`src/intc_map.vh`:
```
// Operation
// - Enable register for sources 16 to 23
// - Enable register sources 24, 25; mixed bits
// - Each enable flag gates its own source
// - Master flag blocks all maskable acceptance
// - Acceptance clears master flag automatically
// - Lowest enable register unused bits read zero
// - Four programmable levels for sources 4-25
// - Greater level number wins arbitration
// - Equal levels: higher basic priority wins
// - All levels zero after reset
// - Four 2-bit fields per level register, two in the last
// - Further level registers cover remaining sources
// - Latched request pends until accepted or cleared
// - Acceptance sequence takes eight machine cycles
// - Service ends on matching return instruction
// - Writing zero clears latch, one ignored
// - Acceptance clears latch, pushes three, loads vector
// - Master flag at bit 0, reset zero
`ifndef INTC_MAP_VH
`define INTC_MAP_VH
`define ADDR_ENABLE_LOW     12'h03A
`define ADDR_ENABLE_HIGH    12'h03B
`define ADDR_ENABLE_16_23   12'h03C
`define ADDR_ENABLE_24_25   12'h03D
`define ADDR_LATCH_LOW      12'hFE0
`define ADDR_LATCH_HIGH     12'hFE1
`define ADDR_LATCH_16_23    12'hFE2
`define ADDR_LATCH_24_25    12'hFE3
`define ADDR_LEVEL_BASE     12'hFF0
`define ADDR_LEVEL_8_11     12'hFF1
`define ADDR_LEVEL_12_15    12'hFF2
`define ADDR_LEVEL_16_19    12'hFF3
`define ADDR_LEVEL_20_23    12'hFF4
`define ADDR_LEVEL_LAST     12'hFF5
`define MASTER_BIT          0
`define RESET_BYTE          8'h00
`define ACCEPT_CYCLES       4'h8
`define STACK_PUSH_COUNT    2'h3
`define FIRST_SOURCE        5
`define LAST_SOURCE         25
`define NONMASK_INDEX       5'h00
`endif

```
`src/interrupt_enable_priority_logic.v`:
```
`include "intc_map.vh"
// Maskable interrupt enables, request latches, level arbitration and
// acceptance sequencing toward the core.
module interrupt_enable_priority_logic (
  // Clock and reset
  input  wire        clk,
  input  wire        rst_n,
  input  wire        ce,
  // Register port from the core
  input  wire [11:0] addr,
  input  wire        wr_en,
  input  wire        rd_en,
  input  wire [7:0]  wdata,
  output reg  [7:0]  rdata_r,
  // Request pulses from sources 4 to 25, bit n is source n
  input  wire [25:0] src_request,
  input  wire        nonmask_request,
  // Core sequencing
  input  wire        instr_boundary,
  input  wire        machine_cycle,
  input  wire        maskable_return,
  input  wire        nonmaskable_return,
  input  wire        restored_master,
  // Status toward the core
  output reg  [4:0]  winner_index_r,
  output reg         winner_valid_r,
  output reg         accept_busy_r,
  output reg         push_strobe_r,
  output reg  [1:0]  push_count_r,
  output reg         vector_load_r,
  output reg  [4:0]  vector_index_r,
  output reg         in_service_r,
  output wire        master_enable
);
  // Sequencer states: idle, running an acceptance, serving a routine.
  localparam ST_IDLE   = 2'h0;
  localparam ST_ACCEPT = 2'h1;
  localparam ST_SERVE  = 2'h2;
  localparam NSRC      = 26;

  // Flags and latches use bit n for source n; bits 3 to 0 always stay zero.
  reg  [25:0] source_enable_flag_r;
  reg  [25:0] request_latch_r;
  reg         master_enable_r;
  reg         nonmask_pending_r;
  reg  [1:0]  state_r;
  reg  [3:0]  cycle_cnt_r;
  reg  [4:0]  accepted_r;
  reg         accepted_nm_r;
  reg  [7:0]  rdata_nxt;
  reg  [25:0] latch_nxt;

  wire [NSRC*2-1:0] level_bus;
  wire [25:0]       candidate;
  wire              accept_now;

  // The core stacks this flag on acceptance and pops it on return.
  assign master_enable = master_enable_r;

  // Level fields for sources 4 to 25.
  // Four fields share each register address, two at the last; a write updates all of them, each taking its own slot.
  genvar g;
  generate
    for (g = 4; g < NSRC; g = g + 1)
    begin : gen_level
      level_field #(
        .REG_INDEX ((g - 4) / 4),
        .SLOT      ((g - 4) % 4)
      ) u_level (
        .clk     (clk),
        .rst_n   (rst_n),
        .ce      (ce),
        .wr_en   (wr_en),
        .addr    (addr),
        .wdata   (wdata),
        .level_r (level_bus[g*2 +: 2])
      );
    end
    for (g = 0; g < 4; g = g + 1)
    begin : gen_unused_level
      assign level_bus[g*2 +: 2] = 2'h0;
    end
  endgenerate

  // A source competes only when latched, enabled and master is set.
  // Sources 0 to 3 never latch, so they never enter the chain.
  assign candidate = request_latch_r & source_enable_flag_r &
                     {NSRC{master_enable_r}};

  // Linear arbitration chain over the candidates.
  // Each step keeps the better of the chain so far and the next source, so the
  // last step holds the overall winner. The chain is long but small, and
  // twenty-six two-input steps fit easily in one system clock.
  // The chain starts empty: no valid entry, level zero and index zero.
  wire [NSRC:0]       ch_valid;
  wire [NSRC*2+1:0]   ch_level;
  wire [NSRC*5+4:0]   ch_index;
  assign ch_valid[0]       = 1'b0;
  assign ch_level[1:0]     = 2'h0;
  assign ch_index[4:0]     = 5'h00;
  generate
    for (g = 0; g < NSRC; g = g + 1)
    begin : gen_pick
      priority_pick u_pick (
        .a_valid (candidate[g]),
        .a_level (level_bus[g*2 +: 2]),
        .a_index (g[4:0]),
        .b_valid (ch_valid[g]),
        .b_level (ch_level[g*2 +: 2]),
        .b_index (ch_index[g*5 +: 5]),
        .w_valid (ch_valid[g+1]),
        .w_level (ch_level[(g+1)*2 +: 2]),
        .w_index (ch_index[(g+1)*5 +: 5])
      );
    end
  endgenerate

  // Acceptance starts only at a boundary and only from idle; this is what
  // blocks nesting, since a second request waits until the return.
  assign accept_now = instr_boundary && state_r == ST_IDLE &&
                      (nonmask_pending_r || ch_valid[NSRC]);

  // Winner presented to the core.
  // The index is registered so that the core sees a value that stays steady
  // for a whole cycle.
  always @(posedge clk)
  begin
    if (!rst_n)
    begin
      winner_index_r <= 5'h00;
      winner_valid_r <= 1'b0;
    end
    else if (ce)
    begin
      winner_valid_r <= nonmask_pending_r | ch_valid[NSRC];
      winner_index_r <= nonmask_pending_r ? `NONMASK_INDEX
                        : ch_index[NSRC*5 +: 5];
    end
  end

  // Latch next value: sets from sources win over clears.
  // Clears come from writes and from acceptance; a request pulse in the same
  // cycle sets the bit again, so no event is lost. Writing one never sets a
  // latch, so a read-modify-write cannot raise a false request.
  always @*
  begin
    latch_nxt = request_latch_r;
    if (wr_en)
    begin
      case (addr)
        `ADDR_LATCH_LOW:   latch_nxt[7:4]   = request_latch_r[7:4] & wdata[7:4];
        `ADDR_LATCH_HIGH:  latch_nxt[15:8]  = request_latch_r[15:8] & wdata;
        `ADDR_LATCH_16_23: latch_nxt[23:16] = request_latch_r[23:16] & wdata;
        `ADDR_LATCH_24_25: latch_nxt[25:24] = request_latch_r[25:24] & wdata[1:0];
        default:           latch_nxt = request_latch_r;
      endcase
    end
    if (accept_now && !nonmask_pending_r)
      latch_nxt[ch_index[NSRC*5 +: 5]] = 1'b0;
    latch_nxt = (latch_nxt | src_request) & 26'h3FFFFF0;
  end

  // Registers, flags and latches.
  // Acceptance clears the master flag after any write in the same cycle, so a
  // write that sets it cannot reopen the window during acceptance. A return
  // reloads the flag from the value that the core popped.
  always @(posedge clk)
  begin
    if (!rst_n)
    begin
      source_enable_flag_r <= 26'h0000000;
      master_enable_r      <= 1'b0;
      request_latch_r      <= 26'h0000000;
      nonmask_pending_r    <= 1'b0;
    end
    else if (ce)
    begin
      request_latch_r <= latch_nxt;
      if (nonmask_request)
        nonmask_pending_r <= 1'b1;
      else if (accept_now && nonmask_pending_r)
        nonmask_pending_r <= 1'b0;
      if (wr_en)
      begin
        case (addr)
          `ADDR_ENABLE_LOW:
          begin
            source_enable_flag_r[7:4] <= wdata[7:4];
            master_enable_r           <= wdata[`MASTER_BIT];
          end
          `ADDR_ENABLE_HIGH:   source_enable_flag_r[15:8]  <= wdata;
          `ADDR_ENABLE_16_23:  source_enable_flag_r[23:16] <= wdata;
          `ADDR_ENABLE_24_25:  source_enable_flag_r[25:24] <= wdata[1:0];
          default:             source_enable_flag_r <= source_enable_flag_r;
        endcase
      end
      if (accept_now)
        master_enable_r <= 1'b0;
      else if (maskable_return || nonmaskable_return)
        master_enable_r <= restored_master;
    end
  end

  // Bits 3 and 2 of the upper enable register store but do nothing.
  reg [1:0] spare_enable_r;
  always @(posedge clk)
  begin
    if (!rst_n)
      spare_enable_r <= 2'h0;
    else if (ce && wr_en && addr == `ADDR_ENABLE_24_25)
      spare_enable_r <= wdata[3:2];
  end

  // Bits 7 to 4 of the last level register store but do nothing.
  reg [3:0] spare_level_r;
  always @(posedge clk)
  begin
    if (!rst_n)
      spare_level_r <= 4'h0;
    else if (ce && wr_en && addr == `ADDR_LEVEL_LAST)
      spare_level_r <= wdata[7:4];
  end

  // Read data.
  // Unmapped addresses and reserved bits read as zero; spare enable and level bits read back as written.
  always @*
  begin
    case (addr)
      `ADDR_ENABLE_LOW:   rdata_nxt = {source_enable_flag_r[7:4], 3'h0,
                                       master_enable_r};
      `ADDR_ENABLE_HIGH:  rdata_nxt = source_enable_flag_r[15:8];
      `ADDR_ENABLE_16_23: rdata_nxt = source_enable_flag_r[23:16];
      `ADDR_ENABLE_24_25: rdata_nxt = {4'h0, spare_enable_r,
                                       source_enable_flag_r[25:24]};
      `ADDR_LATCH_LOW:    rdata_nxt = {request_latch_r[7:4], 4'h0};
      `ADDR_LATCH_HIGH:   rdata_nxt = request_latch_r[15:8];
      `ADDR_LATCH_16_23:  rdata_nxt = request_latch_r[23:16];
      `ADDR_LATCH_24_25:  rdata_nxt = {6'h00, request_latch_r[25:24]};
      `ADDR_LEVEL_BASE:   rdata_nxt = level_bus[15:8];
      `ADDR_LEVEL_8_11:   rdata_nxt = level_bus[23:16];
      `ADDR_LEVEL_12_15:  rdata_nxt = level_bus[31:24];
      `ADDR_LEVEL_16_19:  rdata_nxt = level_bus[39:32];
      `ADDR_LEVEL_20_23:  rdata_nxt = level_bus[47:40];
      `ADDR_LEVEL_LAST:   rdata_nxt = {spare_level_r, level_bus[51:48]};
      default:            rdata_nxt = `RESET_BYTE;
    endcase
  end

  // Read data is registered and holds until the next read strobe.
  always @(posedge clk)
  begin
    if (!rst_n)
      rdata_r <= `RESET_BYTE;
    else if (ce && rd_en)
      rdata_r <= rdata_nxt;
  end

  // Acceptance sequencer: eight machine cycles, three pushes, vector load.
  // The counter advances only on machine-cycle pulses, so the sequence keeps
  // its eight machine cycles whatever the ratio of system clock to machine
  // cycle. The first three machine cycles each push one byte: status with
  // the master flag, program counter high, then program counter low.
  always @(posedge clk)
  begin
    if (!rst_n)
    begin
      state_r        <= ST_IDLE;
      cycle_cnt_r    <= 4'h0;
      accepted_r     <= 5'h00;
      accepted_nm_r  <= 1'b0;
      accept_busy_r  <= 1'b0;
      push_strobe_r  <= 1'b0;
      push_count_r   <= 2'h0;
      vector_load_r  <= 1'b0;
      vector_index_r <= 5'h00;
      in_service_r   <= 1'b0;
    end
    else if (ce)
    begin
      push_strobe_r <= 1'b0;
      vector_load_r <= 1'b0;
      case (state_r)
        ST_IDLE:
        begin
          if (accept_now)
          begin
            state_r       <= ST_ACCEPT;
            accept_busy_r <= 1'b1;
            cycle_cnt_r   <= 4'h0;
            push_count_r  <= 2'h0;
            // A non-maskable request takes the slot ahead of any maskable winner.
            accepted_nm_r <= nonmask_pending_r;
            accepted_r    <= nonmask_pending_r ? `NONMASK_INDEX
                             : ch_index[NSRC*5 +: 5];
          end
        end
        ST_ACCEPT:
        begin
          if (machine_cycle)
          begin
            cycle_cnt_r <= cycle_cnt_r + 4'h1;
            if (push_count_r != `STACK_PUSH_COUNT)
            begin
              push_strobe_r <= 1'b1;
              push_count_r  <= push_count_r + 2'h1;
            end
            if (cycle_cnt_r == `ACCEPT_CYCLES - 4'h1)
            begin
              state_r        <= ST_SERVE;
              accept_busy_r  <= 1'b0;
              vector_load_r  <= 1'b1;
              vector_index_r <= accepted_r;
              in_service_r   <= 1'b1;
            end
          end
        end
        ST_SERVE:
        begin
          // Only the return that matches the kind of request ends service.
          if ((maskable_return && !accepted_nm_r) ||
              (nonmaskable_return && accepted_nm_r))
          begin
            state_r      <= ST_IDLE;
            in_service_r <= 1'b0;
          end
          else if (accept_now)
            state_r <= ST_SERVE;
        end
        default: state_r <= ST_IDLE;
      endcase
    end
  end
endmodule

```
`src/level_field.v`:
```
`include "intc_map.vh"
// Holds one source's 2-bit level inside a level register byte.
module level_field #(
  parameter REG_INDEX = 0,
  parameter SLOT      = 0
) (
  // Clock and reset
  input  wire       clk,
  input  wire       rst_n,
  input  wire       ce,
  // Register write
  input  wire       wr_en,
  input  wire [11:0] addr,
  input  wire [7:0] wdata,
  // Level out
  output reg  [1:0] level_r
);
  wire [11:0] my_addr;
  assign my_addr = `ADDR_LEVEL_BASE + REG_INDEX[11:0];
  always @(posedge clk)
  begin
    if (!rst_n)
      level_r <= 2'h0;
    else if (ce && wr_en && addr == my_addr)
      level_r <= wdata[SLOT*2 +: 2];
  end
endmodule

```
`src/priority_pick.v`:
```
// Two-way arbitration step: greater level wins, ties to higher source index.
module priority_pick (
  // Candidate a
  input  wire       a_valid,
  input  wire [1:0] a_level,
  input  wire [4:0] a_index,
  // Candidate b
  input  wire       b_valid,
  input  wire [1:0] b_level,
  input  wire [4:0] b_index,
  // Winner
  output wire       w_valid,
  output wire [1:0] w_level,
  output wire [4:0] w_index
);
  wire take_a;
  // Higher index means higher basic priority.
  assign take_a  = a_valid && (!b_valid || a_level > b_level ||
                   (a_level == b_level && a_index > b_index));
  assign w_valid = a_valid | b_valid;
  assign w_level = take_a ? a_level : b_level;
  assign w_index = take_a ? a_index : b_index;
endmodule

```
`config.mk`:
```
export PLATFORM = sky130hd
export DESIGN_NAME = interrupt_enable_priority_logic
export DESIGN_NICKNAME = d
export VERILOG_FILES = /design/src/interrupt_enable_priority_logic.v /design/src/level_field.v /design/src/priority_pick.v
export VERILOG_INCLUDE_DIRS = /design/src
export SDC_FILE = /design/constraint.sdc
export NUM_CORES = 1
export LEC_CHECK = 0
export BUFFER_PORTS_ARGS = -buffer_cell sky130_fd_sc_hd__buf_2
export CAP_MARGIN = 15
export CORE_AREA = 2 2 123 149
export CTS_CLUSTER_DIAMETER = 30
export DETAILED_ROUTE_END_ITERATION = 7
export DIE_AREA = 0 0 125 151
export GPL_ROUTABILITY_DRIVEN = 0
export PLACE_DENSITY_LB_ADDON = 0.15
export SLEW_MARGIN = 15
export SYNTH_ARGS = -nofsm -noshare
export SYNTH_HDL_FRONTEND = slang
export SYNTH_SLANG_ARGS = --single-unit
export TNS_END_PERCENT = 20
```
`constraint.sdc`:
```
create_clock -name clk -period 35.6 [get_ports clk]
set_input_delay 3.56 -clock clk [delete_from_list [all_inputs] [get_ports clk]]
set_output_delay 3.56 -clock clk [all_outputs]
set_load 0.02 [all_outputs]
```
==> impl_results.md, run 1 <==
- First-pass GRT wire length: 47100 µm
- Worst Hold Class: reg2reg
- Diode count: 0
- PnR worst setup slack: about 3.7 ns
- Final Skew: 0.0113 ns
- Drt via density: between 6 and 7
- Clk sinks: 133
- HPWL after DPL: 22800 µm
- Mapped Area: 0.00861 mm²
- Total power: 0.000358 W
- Core box area: 0.0174 mm²
- DRC Markers: 0
- Via count: 9250
- Longest Clk Path Bufs: 2
- TritonCTS buffer count: 17
- Vias in the first global route: 8267
- CP max stage cell: nor4_1
- Share of cells above drive strength 1: 0.131
- FF+latch count, synth: around 130
- Nature of the critical path startpoint: flip-flop
- Critical path's most frequent cell: a21oi_1
- Req. time, crit path: between 30 and 40 ns
- Worst slack, placed: 4.46 ns
- DR pass1 iterations: 6
- H-tree Lvls: 4
- Initial Util: 0.495
- Syn_nets: 1241
- Synth Area per Inst: around 7.5 µm²
- Critical path data arrival time: 32.18 ns
- Worst-Margin Slew: approximately 1.3 ns
- Top post-synthesis cells by area: dfxtp_1 31%, nand2_1 9.3%, a21oi_1 6.8%
- Tmin final: 31.91 ns
- Area of the multi-input gates: 0.00560 mm²
- Fmax: 31.3 MHz
- Top FF cell, synth: dfxtp_1
- Slew Viols, Final: 0
- Gr usage total: 0.322
- Clock-pin slew on the worst setup and hold paths: 0.06 ns
- Fillcell total: 1700
- Slowest Stage Delay on Critical Path: 0.66 ns
- Sequential cell area: 0.00266 mm²
- FP Rows: 53
- Die area: 0.0189 mm²
- Pin count of the biggest net entering global routing: 85
- Status: finished clean
- Most numerous cell in the Yosys netlist: nand2_1
- I/O Buffers: 78
- Share of the synthesized area in the top cell type: 0.309
- CTS tree: built
- Top-level port count: 83
- FFs w/ async S/R, synth: 0
- Cell taking the most area after synthesis: dfxtp_1
- WL/cell: 21.8 µm
- R2R cell count: around 140
- Fin crit share: 0.896
- RSZ-0062 raised after global routing: false
- Final setup vio count: 0
- Final hold vios: 0
- Crit-path max FO: 11
- Type of the worst setup path: reg2reg
- Hold Path Depth: 2
- CTS-repair resized insts: 0
- Die W: 125 µm
- Layout Nets: 1297
- Mapped Cells: 1149
- Area delta synth->final: 13.2%
- Initial DRC Count: 1017
- CTS Hold Buffers Added: 0
- Post-synth EDFFs: 0
- Final WL: approximately 31000 µm
- DIE HEIGHT: ~150 µm
- Post-CTS Setup Bufs: 0
- Max_slew headroom: 0.133
- Post-synth cell types: 85
- Final TNS setup: 0 ns
- Detail Route Antenna Nets: 0
- PwrDens: approximately 37 mW/mm²
- VDD IR max: 0.0292 mV
- Setup crit end kind: flip-flop
- CTS Root Cell: clkbuf_16
- LEAKAGE: roughly 3.6 nW
- Clk Latency, worst-skew pair: ~0.43 ns
- Most common library cells after synthesis: 214 x nand2_1, 133 x dfxtp_1, 117 x a21oi_1
- Initial antenna violation count: 0
- Sequential area share after synthesis: 0.309
- Yosys warns: 0
- GRT overflow: 0
- Max Cap Violations: 0
-- critical path: cells and delay by family, from the launching register on --
kind	cells	cell delay (ns)
compound gates	56	12.30
simple gates	57	10.37
fa+ha+maj	21	5.86
mux	6	2.35
flops	1	0.55
buf+inv	4	0.34
-- through the flow --
step / std cells / utilization / hold slack (ns) / cell area [µm²]
after detailed placement: 1406 / 0.527 / 0.448 / 9150
final: 1438 / 0.561 / 0.458 / 9740
after floorplan: 1149 / - / 0.432 / 8610
after global routing: 1438 / 0.561 / 0.472 / 9740
after global placement: 1406 / 0.527 / 0.439 / 9150
after CTS: 1438 / 0.561 / 0.455 / 9740
-- metal layers --
metal  share of wire  GRT usage  wire length (µm)  up-vias
li1                -          -                 -     4357
met1            0.40      0.395             12500     4328
met2            0.47      0.538             14800      471
met4           0.053      0.178              1660        0
met3           0.077     0.0579              2410       94
met5               0          0                 0        -
-- power by group --
part           internal (W)  switching (W)
Combinational    0.00000682      0.0000158
Sequential         0.000151     0.00000462
Clock              0.000105      0.0000746
Total              0.000263      0.0000949
-- cells in the final DEF (no fill, tap or decap), types with 6 or more instances in the layout --
cell type | Yosys | routed
nand2_1 | 214 | 214
dfxtp_1 | 133 | 133
a21oi_1 | 117 | 117
nor2_1 | 92 | 92
buf_2 | 1 | 78
o21ai_0 | 54 | 54
inv_1 | 37 | 37
nand3_1 | 37 | 37
ha_1 | 35 | 35
nand2b_1 | 32 | 32
a22oi_1 | 27 | 27
mux2i_1 | 25 | 25
nor3_1 | 21 | 21
clkbuf_16 | 0 | 17
nand4_1 | 15 | 15
and3_1 | 15 | 15
a31oi_1 | 15 | 15
o31a_1 | 14 | 14
nor4_1 | 14 | 13
o211ai_1 | 13 | 13
a222oi_1 | 12 | 12
mux2_2 | 12 | 12
and2_1 | 11 | 11
o31ai_1 | 11 | 11
a211oi_1 | 10 | 10
a221oi_1 | 10 | 10
nor2b_1 | 9 | 9
a311oi_1 | 9 | 9
buf_4 | 0 | 9
a21o_1 | 6 | 6
or2_2 | 6 | 6
-- area by class of cell --
| type | count | share of cell area |
|---|---|---|
| clock buffer | 18 | 0.0441 |
| multi-input combinational | 925 | 0.575 |
| sequential | 133 | 0.273 |
| inverter | 41 | 0.0159 |
| timing repair buffer | 87 | 0.0470 |
| clock inverter | 14 | 0.0167 |
| tap | 220 | 0.0283 |
-- final timing paths --
path | slack, ns | startpoint | endpoint
setup / recovery | 3.69 | request_latch_r[4]$_SDFFE_PN0P_ | request_latch_r[20]$_SDFFE_PN0P_
hold / removal | 0.46 | spare_level_r[3]$_SDFFE_PN0P_ | spare_level_r[3]$_SDFFE_PN0P_
setup reg to reg | 3.69 | request_latch_r[4]$_SDFFE_PN0P_ | request_latch_r[20]$_SDFFE_PN0P_
hold reg to reg | 0.46 | spare_level_r[3]$_SDFFE_PN0P_ | spare_level_r[3]$_SDFFE_PN0P_
-- sequential cells by signal, indices dropped and copies added, names as in the netlist --
register	count
in_service_r	1
accepted_r	5
nonmask_pending_r	1
push_count_r	2
request_latch_r	22
vector_index_r	5
source_enable_flag_r	22
spare_enable_r	2
vector_load_r	1
accept_busy_r	1
cycle_cnt_r	4
winner_index_r	5
gen_level.u_level.level_r	44
push_strobe_r	1
state_r	2
master_enable	1
rdata_r	8
accepted_nm_r	1
spare_level_r	4
winner_valid_r	1
-- kinds of logic after synthesis --
group                    Yosys count  synth area share
buffers and inverters             91            0.0407
flip-flops                       133             0.309
adder cells (fa/ha/maj)           35            0.0509
multiplexers                      37            0.0448
AND/OR/NAND/NOR                  496             0.276
AO/OA/AOI/OAI                    355             0.276
XOR/XNOR                           2           0.00204
No activity file was read; power rests on OpenSTA's default activity.
==> run 2: changes to the inputs <==
--- a/config.mk
+++ b/config.mk
@@ -6,12 +6,12 @@
 export SDC_FILE = /design/constraint.sdc
 export NUM_CORES = 1
 export LEC_CHECK = 0
-export BUFFER_PORTS_ARGS = -buffer_cell sky130_fd_sc_hd__buf_2
 export CAP_MARGIN = 15
 export CORE_AREA = 2 2 123 149
 export CTS_CLUSTER_DIAMETER = 30
 export DETAILED_ROUTE_END_ITERATION = 7
 export DIE_AREA = 0 0 125 151
+export DONT_BUFFER_PORTS = 1
 export GPL_ROUTABILITY_DRIVEN = 0
 export PLACE_DENSITY_LB_ADDON = 0.15
 export SLEW_MARGIN = 15
==> run 2 against run 1 <==
Net effect:
- combinational power fell by 42%
- total power increased by 0.26%
- sequential power hardly changed
- largest cell class unchanged
- largest power group unchanged
==> impl_results.md, run 2 (same netlist as run 1, synthesis figures left out) <==
- Status: finished clean
- Worst Hold Class: reg2reg
- CP max stage cell: nor4_1
- LEAKAGE: 3.27 nW (-9.1%)
- Longest Clk Path Bufs: 2 (unchanged)
- Post-CTS Setup Bufs: 0 (unchanged)
- Crit-path max FO: 11 (unchanged)
- Critical path's most frequent cell: a21oi_1
- Fmax: 31.4 MHz (+0.34%)
- Drt via density: 6.71 (+4.3%)
- Share of cells above drive strength 1: 0.0721 (-0.0593)
- Top reg by flops: gen_level.u_level.level_r
- Largest registers: gen_level.u_level.level_r: 44 flops, request_latch_r: 22 flops, source_enable_flag_r: 22 flops
- HPWL after DPL: 22700 µm (-0.25%)
- Core box area: 0.0174 mm² (unchanged)
- Clk Latency, worst-skew pair: 0.43 ns (about the same)
- Area delta synth->final: 8.97%
- CTS Root Cell: clkbuf_16
- Slowest Stage Delay on Critical Path: 0.61 ns (-0.05 ns)
- Die area: 0.0189 mm² (unchanged)
- DR WL met2: 14700 µm (-0.26%)
- Die W: 125 µm (unchanged)
- CTS tree: built
- Total power: 0.000359 W (+0.26%)
- RSZ-0062 raised after global routing: false
- FP Rows: 53 (unchanged)
- Critical path data arrival time: 32.07 ns (-0.11 ns)
- Sequential cell area: 0.00266 mm² (unchanged)
- GRT overflow: 0 (unchanged)
- H-tree Lvls: 4 (unchanged)
- WL/cell: 22.9 µm (+5.3%)
- Final Skew: 0.00818 ns (-0.00313 ns)
- Commonest non-fill, non-tap cell in the layout: nand2_1
- Fin crit share: 0.893 (-0.00308)
- Diode count: 0 (unchanged)
- PwrDens: 38.2 mW/mm² (+4.2%)
- Max FFs per register: 44 (unchanged)
- Final TNS setup: 0 ns (unchanged)
- Via count: 9115 (-1.5%)
- Initial DRC Count: 1106 (+8.8%)
- Max Cap Violations: 0 (unchanged)
- VDD IR max: 0.0351 mV (+20%)
- Final setup vio count: 0 (unchanged)
- CTS Hold Buffers Added: 0 (unchanged)
- Clock-pin slew on the worst setup and hold paths: 0.06 ns (about the same)
- Max_slew headroom: 0.211 (+0.0779)
- Vias in the first global route: 8271 (+0.048%)
- Clk sinks: 133 (unchanged)
- Met3 wire len: 2650 µm (+10%)
- Setup crit end kind: flip-flop
- DIE HEIGHT: 151 µm (unchanged)
- Pin count of the biggest net entering global routing: 74 (-13%)
- Crit path max-delay family: compound AO/OA/AOI/OAI gates
- Gr usage total: 0.322 (about the same)
- Worst-Margin Slew: 1.17 ns (-0.116 ns)
- Final hold vios: 0 (unchanged)
- CTS-repair resized insts: 0 (unchanged)
- Fillcell total: 1711 (+0.65%)
- Type of the worst setup path: reg2reg
- Final WL: 31100 µm (-0.59%)
- TritonCTS buffer count: 17 (unchanged)
- Slew Viols, Final: 0 (unchanged)
- Initial antenna violation count: 0 (unchanged)
- Core Util, Final: 0.540 (-0.0210)
- DRC Markers: 0 (unchanged)
- Initial Util: 0.495 (unchanged)
- Most frequent cells in the layout: 214 x nand2_1, 133 x dfxtp_1, 117 x a21oi_1, 92 x nor2_1, 54 x o21ai_0
- Detail Route Antenna Nets: 0 (unchanged)
- Final Non-Filler Cells: 1358 (-5.6%)
- Worst Path Buf+Inv: 4 (unchanged)
- DR pass1 iterations: 8 (+2)
- Layout Nets: 1218 (-6.1%)
- I/O Buffers: 0 (-100%)
- Area of the multi-input gates: 0.00560 mm² (about the same)
- Routed met1 length: 11900 µm (-4.8%)
- Req. time, crit path: 35.87 ns (about the same)
- Top sig layer: met4
- Tmin final: 31.80 ns (-0.110 ns)
- First-pass GRT wire length: 47400 µm (+0.69%)
- DP Cell Count: 1327 (-5.6%)
- Nature of the critical path startpoint: flip-flop
- Top-level port count: 83 (unchanged)
==> run 2: worst register-to-register path: cells and delay by family, from the launching register on <==
family | cells | cell delay (ns)
AO/OA/AOI/OAI | 55 | 12.22
AND/OR/NAND/NOR | 58 | 10.27
adder cells (fa/ha/maj) | 21 | 5.84
multiplexers | 6 | 2.37
flip-flops | 1 | 0.55
buffers and inverters | 4 | 0.34
==> run 2: layout make-up <==
cell class / count / area share
clock buffers: 17 / 0.0454
clock inverters: 14 / 0.0211
inverters: 41 / 0.0165
multi-input cells: 925 / 0.598
flip-flops and latches: 133 / 0.284
well taps: 220 / 0.0294
repair buffers: 8 / 0.00614
==> run 2: metrics by stage <==
stage | setup WS (ns) | instance area (µm²) | hold WS [ns]
after CTS | 3.99 | 9370 | 0.456
final | 3.80 | 9380 | 0.459
after floorplan | 7.85 | 8610 | 0.432
after global routing | 1.03 | 9380 | 0.470
after detailed placement | 4.21 | 8750 | 0.447
after global placement | 4.45 | 8740 | 0.441
==> run 2: final timing paths <==
kind / endpoint / slack (ns) / depth (start not counted) / start
max: request_latch_r[20]$_SDFFE_PN0P_ / 3.80 / 144 / request_latch_r[4]$_SDFFE_PN0P_
min: spare_level_r[1]$_SDFFE_PN0P_ / 0.46 / 2 / spare_level_r[1]$_SDFFE_PN0P_
max reg2reg: request_latch_r[20]$_SDFFE_PN0P_ / 3.80 / 144 / request_latch_r[4]$_SDFFE_PN0P_
min reg2reg: spare_level_r[1]$_SDFFE_PN0P_ / 0.46 / 2 / spare_level_r[1]$_SDFFE_PN0P_
==> run 2: where the power goes <==
group | switching [W] | internal (W) | leakage (nW)
registers | 0.00000475 | 0.000151 | 1.08
logic | 0.00000839 | 0.00000467 | 1.90
clock network | 0.0000720 | 0.000118 | 0.301
==> run 2: routing by layer <==
metal / vias to the layer above / global-route usage
met4: 0 / 0.193
met2: 497 / 0.534
met1: 4315 / 0.386
met3: 116 / 0.0689
li1: 4187 / -
met5: - / 0
